==> src/pkg/crs_consts.vh <==
/*
  Constants of the read-after-write stall sequencer: register indices,
  reset values, implemented-bit masks, instruction classes, state codes
  and cycle counts.
  Assumes inclusion by bare name from the design file.
*/
`ifndef CRS_CONSTS_VH
`define CRS_CONSTS_VH

// ==========================================================
// Register indices on the register port (word addresses)
`define CRS_IDX_WREG_LAST   5'h0F
`define CRS_IDX_STACK_LIMIT 5'h10
`define CRS_IDX_PC_LOW      5'h11
`define CRS_IDX_PC_HIGH     5'h12
`define CRS_IDX_TABLE_PAGE  5'h13
`define CRS_IDX_VIS_PAGE    5'h14
`define CRS_IDX_REPEAT_CNT  5'h15
`define CRS_IDX_STATUS      5'h16
`define CRS_IDX_CORE_CTRL   5'h17
`define CRS_IDX_IRQ_DIS_CNT 5'h18
`define CRS_IDX_STALL_CNT   5'h19

// ==========================================================
// Reset values
`define CRS_RST_ZERO        16'h0000
`define CRS_RST_STACK_PTR   16'h0800

// ==========================================================
// Implemented bits; unimplemented bits read zero
`define CRS_MASK_FULL       16'hFFFF
`define CRS_MASK_LOW_BYTE   16'h00FF
`define CRS_MASK_STATUS     16'h01FF
`define CRS_MASK_CORE_CTRL  16'h000C

// ==========================================================
// Field positions
`define CRS_CORE_CTRL_PSV   2
`define CRS_STACK_PTR_IDX   4'hF

// ==========================================================
// Executing instruction classes
`define CRS_CLS_NORMAL      3'h0
`define CRS_CLS_CALL        3'h1
`define CRS_CLS_RETURN      3'h2
`define CRS_CLS_LIT_RETURN  3'h3
`define CRS_CLS_JUMP        3'h4

// ==========================================================
// Sequencer states
`define CRS_ST_EXEC         2'h0
`define CRS_ST_STALL        2'h1
`define CRS_ST_PSV          2'h2

// ==========================================================
// Timing counts
`define CRS_PSV_EXTRA_CYC   2
`define CRS_Q_LAST          2'h3
`define CRS_Q1              2'h0
`define CRS_Q3              2'h2

`endif

==> src/crs_stall_ctrl.v <==
/*
  Read-after-write stall sequencer and core register set of a 16-bit
  core. Orders stall, program-space and execution cycles of each
  instruction and drives the fetch, increment and latch strobes.
  Assumes the decoder feeds executing and prefetched instruction fields
  from logic on mclk, and that mclk carries four Q phases per
  instruction cycle.
*/
`timescale 1ns/100ps
`include "crs_consts.vh"

// Operation
// RULE_01 - Stall after call when next reads stack pointer
// RULE_02 - Returns never stall the next instruction
// RULE_03 - Literal return gets normal hazard check
// RULE_04 - Jumps and branches never stall
// RULE_05 - Repeat loop count unaffected by stalls
// RULE_06 - Repeat compares instruction against its own source
// RULE_07 - Visibility window access takes extra cycles
// RULE_08 - Stall first, then visibility, then execute
// RULE_09 - Stalled: opcode Q1 first, latch Q3 second
// RULE_10 - Reset values zero, stack pointer 0800
// RULE_11 - One cycle delay on address register hazard
// RULE_12 - Stall blocks addressing, increment and fetch
// RULE_13 - Compare destination with prefetch source every cycle
module crs_stall_ctrl #(
  parameter PSV_EXTRA = `CRS_PSV_EXTRA_CYC
) (
  // Clock and reset
  input  wire        mclk,
  input  wire        rst,
  // Register port
  input  wire [4:0]  reg_addr,
  input  wire [15:0] reg_wdata,
  input  wire        reg_wr,
  input  wire        reg_rd,
  output reg  [15:0] reg_rdata,
  // Executing instruction
  input  wire        ex_valid,
  input  wire [2:0]  ex_class,
  input  wire [3:0]  ex_dest,
  input  wire        ex_we,
  input  wire        ex_modify,
  input  wire [3:0]  ex_src,
  // Prefetched instruction
  input  wire [3:0]  pf_src,
  input  wire        pf_ea_uses,
  input  wire        pf_ea_in_window,
  // Repeat loop
  input  wire        rep_active,
  // Pipeline strobes
  output reg         stall_cycle,
  output reg         psv_cycle,
  output reg         exec_cycle,
  output reg         pc_inc_en,
  output reg         fetch_en,
  output reg         ds_addr_en,
  output reg         ir_load,
  output reg         latch_load,
  output reg         psv_enable
);

  // ==========================================================
  // Core register set
  reg  [15:0] wreg [0:15];
  reg  [15:0] stack_limit;
  reg  [15:0] program_counter_low;
  reg  [15:0] program_counter_high;
  reg  [15:0] table_page_pointer;
  reg  [15:0] visibility_page_pointer;
  reg  [15:0] loop_repeat_counter;
  reg  [15:0] status_flags;
  reg  [15:0] core_control;
  reg  [15:0] irq_disable_counter;
  reg  [15:0] stall_count;

  // ==========================================================
  // Sequencer state
  reg  [1:0]  q;
  reg  [1:0]  state;
  reg  [1:0]  psv_left;
  reg  [1:0]  cyc_idx;
  reg         stalled;
  reg         psv_pend;
  reg  [1:0]  next_q;
  reg  [1:0]  next_state;
  reg  [1:0]  next_psv_left;
  reg  [1:0]  next_cyc_idx;
  reg         next_stalled;
  reg         next_psv_pend;

  wire        inst_end = (q == `CRS_Q_LAST);
  wire        psv_on   = core_control[`CRS_CORE_CTRL_PSV];
  // Loads one less than the run length; the count is cut to the counter width
  localparam integer PSV_LAST = PSV_EXTRA - 1;
  wire [1:0]  psv_init = PSV_LAST[1:0];

  // ==========================================================
  // Hazard detection
  reg  [3:0]  eff_dest;
  reg         eff_write;
  reg  [3:0]  cmp_src;
  reg         hazard;
  wire        psv_req  = psv_on & pf_ea_in_window;

  // Call, return and jump classes override the decoder's write indication
  always @* begin
    eff_dest  = ex_dest;
    eff_write = ex_we & ex_modify;
    case (ex_class)
      `CRS_CLS_CALL: begin
        eff_dest  = `CRS_STACK_PTR_IDX; // RULE_01
        eff_write = 1'b1;               // RULE_01
      end
      `CRS_CLS_RETURN: begin
        eff_write = 1'b0;               // RULE_02
      end
      `CRS_CLS_LIT_RETURN: begin
        eff_write = ex_we & ex_modify;  // RULE_03
      end
      `CRS_CLS_JUMP: begin
        eff_write = 1'b0;               // RULE_04
      end
      default: begin
        eff_write = ex_we & ex_modify;
      end
    endcase
    // Prefetch is frozen in a loop, so the instruction meets its own source
    cmp_src = rep_active ? ex_src : pf_src; // RULE_06
    // Only an address computed from the written register stalls
    hazard  = ex_valid & eff_write & pf_ea_uses & (eff_dest == cmp_src); // RULE_11 RULE_13
  end

  // ==========================================================
  // Next-state logic; Q phase advances each cycle, the rest only on the last Q phase
  always @* begin
    next_q        = q + 2'h1;
    next_state    = state;
    next_psv_left = psv_left;
    next_cyc_idx  = cyc_idx;
    next_stalled  = stalled;
    next_psv_pend = psv_pend;
    if (inst_end) begin
      next_cyc_idx = cyc_idx + 2'h1;
      case (state)
        `CRS_ST_EXEC: begin
          next_cyc_idx  = 2'h0;
          next_stalled  = hazard;
          next_psv_pend = psv_req;
          next_psv_left = psv_init;
          if (hazard) begin
            next_state = `CRS_ST_STALL;       // RULE_11
          end else if (psv_req) begin
            next_state = `CRS_ST_PSV;         // RULE_07
          end else begin
            next_state = `CRS_ST_EXEC;
          end
        end
        `CRS_ST_STALL: begin
          // The two cannot share a cycle; the stall always goes first
          if (psv_pend) begin
            next_state = `CRS_ST_PSV;         // RULE_08
          end else begin
            next_state = `CRS_ST_EXEC;
          end
        end
        `CRS_ST_PSV: begin
          if (psv_left == 2'h0) begin
            next_state = `CRS_ST_EXEC;        // RULE_08
          end else begin
            next_psv_left = psv_left - 2'h1;  // RULE_07
          end
        end
        default: begin
          next_state = `CRS_ST_EXEC;
        end
      endcase
    end
  end

  // ==========================================================
  // Sequencer registers and strobes, all from flip-flops
  always @(posedge mclk) begin
    if (rst) begin
      q           <= `CRS_Q1;
      state       <= `CRS_ST_EXEC;
      psv_left    <= 2'h0;
      cyc_idx     <= 2'h0;
      stalled     <= 1'b0;
      psv_pend    <= 1'b0;
      stall_cycle <= 1'b0;
      psv_cycle   <= 1'b0;
      exec_cycle  <= 1'b0;
      pc_inc_en   <= 1'b0;
      fetch_en    <= 1'b0;
      ds_addr_en  <= 1'b0;
      ir_load     <= 1'b0;
      latch_load  <= 1'b0;
      psv_enable  <= 1'b0;
    end else begin
      q           <= next_q;
      state       <= next_state;
      psv_left    <= next_psv_left;
      cyc_idx     <= next_cyc_idx;
      stalled     <= next_stalled;
      psv_pend    <= next_psv_pend;
      stall_cycle <= (next_state == `CRS_ST_STALL);
      psv_cycle   <= (next_state == `CRS_ST_PSV);
      exec_cycle  <= (next_state == `CRS_ST_EXEC);
      // Prior write still completes; only fetch, increment and addressing wait
      pc_inc_en   <= (next_state == `CRS_ST_EXEC);  // RULE_12
      fetch_en    <= (next_state == `CRS_ST_EXEC);  // RULE_12
      ds_addr_en  <= (next_state != `CRS_ST_STALL); // RULE_12
      ir_load     <= (next_q == `CRS_Q1) && (next_cyc_idx == 2'h0); // RULE_09
      latch_load  <= (next_q == `CRS_Q3) &&
                     (next_cyc_idx == {1'b0, next_stalled});        // RULE_09
      psv_enable  <= psv_on;
    end
  end

  // ==========================================================
  // Register writes; undefined-at-reset registers keep no reset
  integer i;
  always @(posedge mclk) begin
    if (rst) begin
      for (i = 0; i < 15; i = i + 1) begin
        wreg[i] <= `CRS_RST_ZERO;                 // RULE_10
      end
      wreg[15]                <= `CRS_RST_STACK_PTR; // RULE_10
      program_counter_low     <= `CRS_RST_ZERO;   // RULE_10
      program_counter_high    <= `CRS_RST_ZERO;   // RULE_10
      table_page_pointer      <= `CRS_RST_ZERO;   // RULE_10
      visibility_page_pointer <= `CRS_RST_ZERO;   // RULE_10
      status_flags            <= `CRS_RST_ZERO;   // RULE_10
      core_control            <= `CRS_RST_ZERO;   // RULE_10
      stall_count             <= `CRS_RST_ZERO;
    end else begin
      if (inst_end && (state == `CRS_ST_STALL)) begin
        stall_count <= stall_count + 16'h0001;
      end
      if (reg_wr) begin
        if (reg_addr <= `CRS_IDX_WREG_LAST) begin
          wreg[reg_addr[3:0]] <= reg_wdata;
        end
        case (reg_addr)
          `CRS_IDX_PC_LOW:    program_counter_low     <= reg_wdata;
          `CRS_IDX_PC_HIGH:   program_counter_high    <= reg_wdata & `CRS_MASK_LOW_BYTE;
          `CRS_IDX_TABLE_PAGE: table_page_pointer     <= reg_wdata & `CRS_MASK_LOW_BYTE;
          `CRS_IDX_VIS_PAGE:  visibility_page_pointer <= reg_wdata & `CRS_MASK_LOW_BYTE;
          `CRS_IDX_STATUS:    status_flags            <= reg_wdata & `CRS_MASK_STATUS;
          `CRS_IDX_CORE_CTRL: core_control            <= reg_wdata & `CRS_MASK_CORE_CTRL;
          default: begin
          end
        endcase
      end
    end
  end

  // Data registers left undefined by reset
  always @(posedge mclk) begin
    if (reg_wr && (reg_addr == `CRS_IDX_STACK_LIMIT)) begin
      stack_limit <= reg_wdata;
    end
    if (reg_wr && (reg_addr == `CRS_IDX_IRQ_DIS_CNT)) begin
      irq_disable_counter <= reg_wdata;
    end
    // Count moves only on execution cycles; a software write wins
    if (reg_wr && (reg_addr == `CRS_IDX_REPEAT_CNT)) begin
      loop_repeat_counter <= reg_wdata;
    end else if (inst_end && (state == `CRS_ST_EXEC) && rep_active &&
                 (loop_repeat_counter != 16'h0000)) begin
      loop_repeat_counter <= loop_repeat_counter - 16'h0001; // RULE_05
    end
  end

  // ==========================================================
  // Read data, valid only in the cycle after the read strobe
  reg [15:0] rd_val;
  always @* begin
    rd_val = 16'h0000;
    if (reg_addr <= `CRS_IDX_WREG_LAST) begin
      rd_val = wreg[reg_addr[3:0]];
    end else begin
      case (reg_addr)
        `CRS_IDX_STACK_LIMIT: rd_val = stack_limit;
        `CRS_IDX_PC_LOW:      rd_val = program_counter_low;
        `CRS_IDX_PC_HIGH:     rd_val = program_counter_high;
        `CRS_IDX_TABLE_PAGE:  rd_val = table_page_pointer;
        `CRS_IDX_VIS_PAGE:    rd_val = visibility_page_pointer;
        `CRS_IDX_REPEAT_CNT:  rd_val = loop_repeat_counter;
        `CRS_IDX_STATUS:      rd_val = status_flags;
        `CRS_IDX_CORE_CTRL:   rd_val = core_control;
        `CRS_IDX_IRQ_DIS_CNT: rd_val = irq_disable_counter;
        `CRS_IDX_STALL_CNT:   rd_val = stall_count;
        default:              rd_val = 16'h0000; // Unmapped reads zero
      endcase
    end
  end

  always @(posedge mclk) begin
    if (rst) begin
      reg_rdata <= 16'h0000;
    end else if (reg_rd) begin
      reg_rdata <= rd_val;
    end else begin
      reg_rdata <= 16'h0000;
    end
  end

endmodule

==> config.mk <==
export PLATFORM = sky130hd
export DESIGN_NAME = crs_stall_ctrl
export DESIGN_NICKNAME = d
export VERILOG_FILES = /design/src/crs_stall_ctrl.v
export VERILOG_INCLUDE_DIRS = /design/src /design/src/pkg
export SDC_FILE = /design/constraint.sdc
export NUM_CORES = 1
export LEC_CHECK = 0
export ABC_CLOCK_PERIOD_IN_PS = 3600
export BUFFER_PORTS_ARGS = -buffer_cell sky130_fd_sc_hd__buf_2
export CAP_MARGIN = 20
export CORE_MARGIN = 2
export CORE_UTILIZATION = 50
export DETAILED_ROUTE_END_ITERATION = 6
export HOLD_SLACK_MARGIN = 0.03
export PLACE_DENSITY = 0.79
export SYNTH_ARGS = -nofsm -noshare
export SYNTH_HDL_FRONTEND = slang
export SYNTH_SLANG_ARGS = --single-unit
==> constraint.sdc <==
create_clock -name mclk -period 3.6 [get_ports mclk]
set_input_delay 0.72 -clock mclk [delete_from_list [all_inputs] [get_ports mclk]]
set_output_delay 0.72 -clock mclk [all_outputs]
set_load 0.05 [all_outputs]
==> results_dict.tcl <==
set metrics [dict create \
    count_of_flip_flops_with_a_built_in_enable_after_synthesis 304 \
    powerDensity_nw_per_um2 494 \
    timing.critical_path.from_type "flip-flop" \
    yosys.cell_types.count 62 \
    nFillCells 2682 \
    grt-busiest-layer "met2" \
    floorplan.rows 69 \
    ios 71 \
    cell_taking_the_most_area_after_synthesis "edfxtp_1" \
    worst_slew_margin_rel 0.362 \
    cellInternalPower_mw 7.75 \
    final_max_slew_viol_count 0 \
    power.switching_fraction 0.225 \
    h-tree-depth 2 \
    hold_crit_path_type "flip-flop to flip-flop" \
    clockPowerShare 0.404 \
    synth.top_cells.by_count "edfxtp_1, and2_1, dfxtp_1, nand2_1, nor2_1" \
    timing.final.setup_violations 0 \
    yosys.cell_count.top_type "edfxtp_1" \
    postSynthRegisterBits 404 \
    clock_insertion_delay_worst_skew_ps 540 \
    clock-sinks 404 \
    crit_path_top_delay_cell "or4_1" \
    height_of_the_die_um 194 \
    grt_antenna_before_repair 1 \
    max_freq_mhz 362 \
    first_pass_grt_wire_length_mm 69.8 \
    total_power_mw 9.99 \
    number_of_buffers_inserted_during_clock_tree_synthesis 40 \
    routabilityCongestion 0.909 \
    grt_use_met3 0.0478 \
    crit_required_ps 3890 \
    hold_buffers 0 \
    timing.final.crit_period_ps 2760 \
    timing_worst_setup_path_type "flip-flop to flip-flop" \
    residual_drc 0 \
    starting_utilization_of_the_core_area 0.508 \
    use_met1 0.329 \
    clock-root-buffer "clkbuf_16" \
    timing_worst_slew_pin_value_ps 957 \
    final_critical_path_share_of_the_clock_period 0.768 \
    detailedRoute.firstPassIterationCount 5 \
    critical_path_buf_inv_count 1 \
    fin_nets 1472 \
    synth.cell_area_um2 18100 \
    syn-num-nets 1417 \
    worst-endpoint-arrival_ps 3050 \
    die-width_um 194 \
    clk_pin_slew_worst_paths_ps 60 \
    crit_path_cell_trace "nor4_2 > nand3_1 > or4_1 > o311ai_0 > nand2_1 > buf_4" \
    tritoncts "built" \
    gr-usage-met2 0.393 \
    top_cells_by_area_in_the_synthesized_netlist "edfxtp_1, dfxtp_1, mux4_2, and2_1, nand2_1" \
    synth_top_area_share 0.505 \
    worst_setup_path_end_kind "flip-flop" \
    viasPerCell 6.13 \
    design.core.area_um2 35600 \
    seq_area_frac_synth 0.616 \
    hold_violations 0 \
    critical_path.max_stage_delay_ps 540 \
    run_status "completed" \
    pwr-share-comb 0.070 \
    globalRoute.totalOverflow 0 \
    path_delay_family "simple AND/OR/NAND/NOR gates" \
    power.net_switching_mw 2.24 \
    area_delta_synth_final_pct 11.8 \
    async_reset_ff_frac 0 \
    grt_max_degree 73 \
    wirelength_mm 45.9 \
    dpl.hpwl_mm 29.7 \
    critPathMaxFanout 13 \
    number_of_global_route_vias_before_repair 11400 \
    pwr-share-seq 0.526 \
    floorplan.die_area_um2 37700 \
    post_cts_buffers 0 \
    peakVddDrop_mv 0.394 \
    fin_setup_tns_ps 0 \
    unrepaired_setup_endpoints_after_global_routing "no" \
    synth.yosys.warnings 0 \
    placement.io_buffers 70 \
    cellLeakagePower_nw 7.11 \
    timing.clock.skew_ps 12.9 \
    mean_cell_area_of_the_mapped_netlist_um2 13.2 \
    ys_dominant_reg_cell "edfxtp_1" \
    drt_first_iter_violations 1485 \
    synth_cells 1366 \
    post_cts.resized_instances 0 \
    layout-drive-gt1-share 0.200 \
    routed-via-count 11700 \
    postRouteAntennaNets 0 \
    post_drt_wl_per_cell_um 24.0 \
    track_usage 0.243 \
    max_cap_viol_count 0 \
    antenna-diode-count 0 \
    ctsLongestPathBuffers 3 \
]
registers in the layout, summed over array words and instances, names as in the netlist, 2 cells and up:
register / cells
core_control: 2
stack_limit: 16
program_counter_low: 16
state: 2
wreg: 256
table_page_pointer: 8
loop_repeat_counter: 16
reg_rdata: 16
cyc_idx: 2
q: 2
program_counter_high: 8
stall_count: 16
irq_disable_counter: 16
visibility_page_pointer: 8
psv_left: 2
status_flags: 9
path summary, 6_finish.rpt:
check,end,start,slack [ps],cells after the start
max,loop_repeat_counter[7]$_DFFE_PP_,loop_repeat_counter[4]$_DFFE_PP_,840,6
min,q[0]$_SDFF_PP0_,q[0]$_SDFF_PP0_,450,1
min reg2reg,q[0]$_SDFF_PP0_,q[0]$_SDFF_PP0_,450,1
max reg2reg,loop_repeat_counter[7]$_DFFE_PP_,loop_repeat_counter[4]$_DFFE_PP_,840,6
metrics by stage:
stage	utilization	hold slack (ps)	setup WS (ps)	cells	cell area, µm²
finish	0.568	452	836	1914	20200
global route	0.568	469	664	1914	20200
CTS	0.568	455	833	1914	20200
detailed placement	0.532	446	601	1840	18900
global placement	0.532	431	641	1840	18900
floorplan	-	421	880	1366	18100
area by class of cell:
cell class | count | area, µm² | area share
flip-flops and latches | 404 | 11100 | 0.551
repair buffers | 117 | 748 | 0.0370
inverters | 8 | 30.0 | 0.00149
multi-input cells | 850 | 6450 | 0.319
well taps | 461 | 577 | 0.0285
clock buffers | 56 | 1140 | 0.0566
clock inverters | 18 | 126 | 0.00625
power by group through the flow:
stage | Combinational [mW] | Clock, mW | Sequential [mW]
after global placement | 0.674 | 0 | 5.34
after global routing | 0.734 | 4.24 | 5.26
after detailed placement | 0.689 | 0 | 5.35
after floorplan | 0.428 | 0 | 5.35
after CTS | 0.692 | 4.06 | 5.25
final | 0.697 | 4.04 | 5.25
cells by family after synthesis:
family	synth area share
mux	0.116
buf+inv	0.0274
fa+ha+maj	0.00346
flops	0.616
simple gates	0.167
xor+xnor	0.0136
compound gates	0.0570
per-layer routing:
| metal | vias to the layer above | share of wire |
|---|---|---|
| li1 | 5109 | - |
| met1 | 5834 | 0.37 |
| met2 | 684 | 0.49 |
| met3 | 105 | 0.10 |
| met4 | 2 | 0.033 |
| met5 | - | 0.00028 |
cells in the final DEF (no fill, tap or decap), types with 4 or more instances in the layout:
| master | n |
|---|---|
| xnor2_1 | 12 |
| a22oi_1 | 20 |
| and3_1 | 4 |
| or3_1 | 7 |
| clkbuf_8 | 4 |
| mux2i_1 | 24 |
| clkbuf_16 | 42 |
| dfxtp_1 | 100 |
| inv_1 | 8 |
| ha_1 | 5 |
| nand2b_1 | 10 |
| nor2_1 | 94 |
| xor2_1 | 16 |
| and2_1 | 259 |
| clkinv_2 | 7 |
| a222oi_1 | 16 |
| mux4_2 | 80 |
| a21oi_1 | 69 |
| clkinv_1 | 6 |
| edfxtp_1 | 304 |
| or2_2 | 17 |
| clkbuf_1 | 10 |
| buf_2 | 67 |
| nand3_1 | 25 |
| nand2_1 | 100 |
| buf_4 | 47 |
| o21ai_0 | 12 |
| nor3_1 | 14 |
| a31oi_1 | 8 |
| a221oi_1 | 9 |
| nand3b_1 | 4 |
No activity file was read; power rests on OpenSTA's default activity.
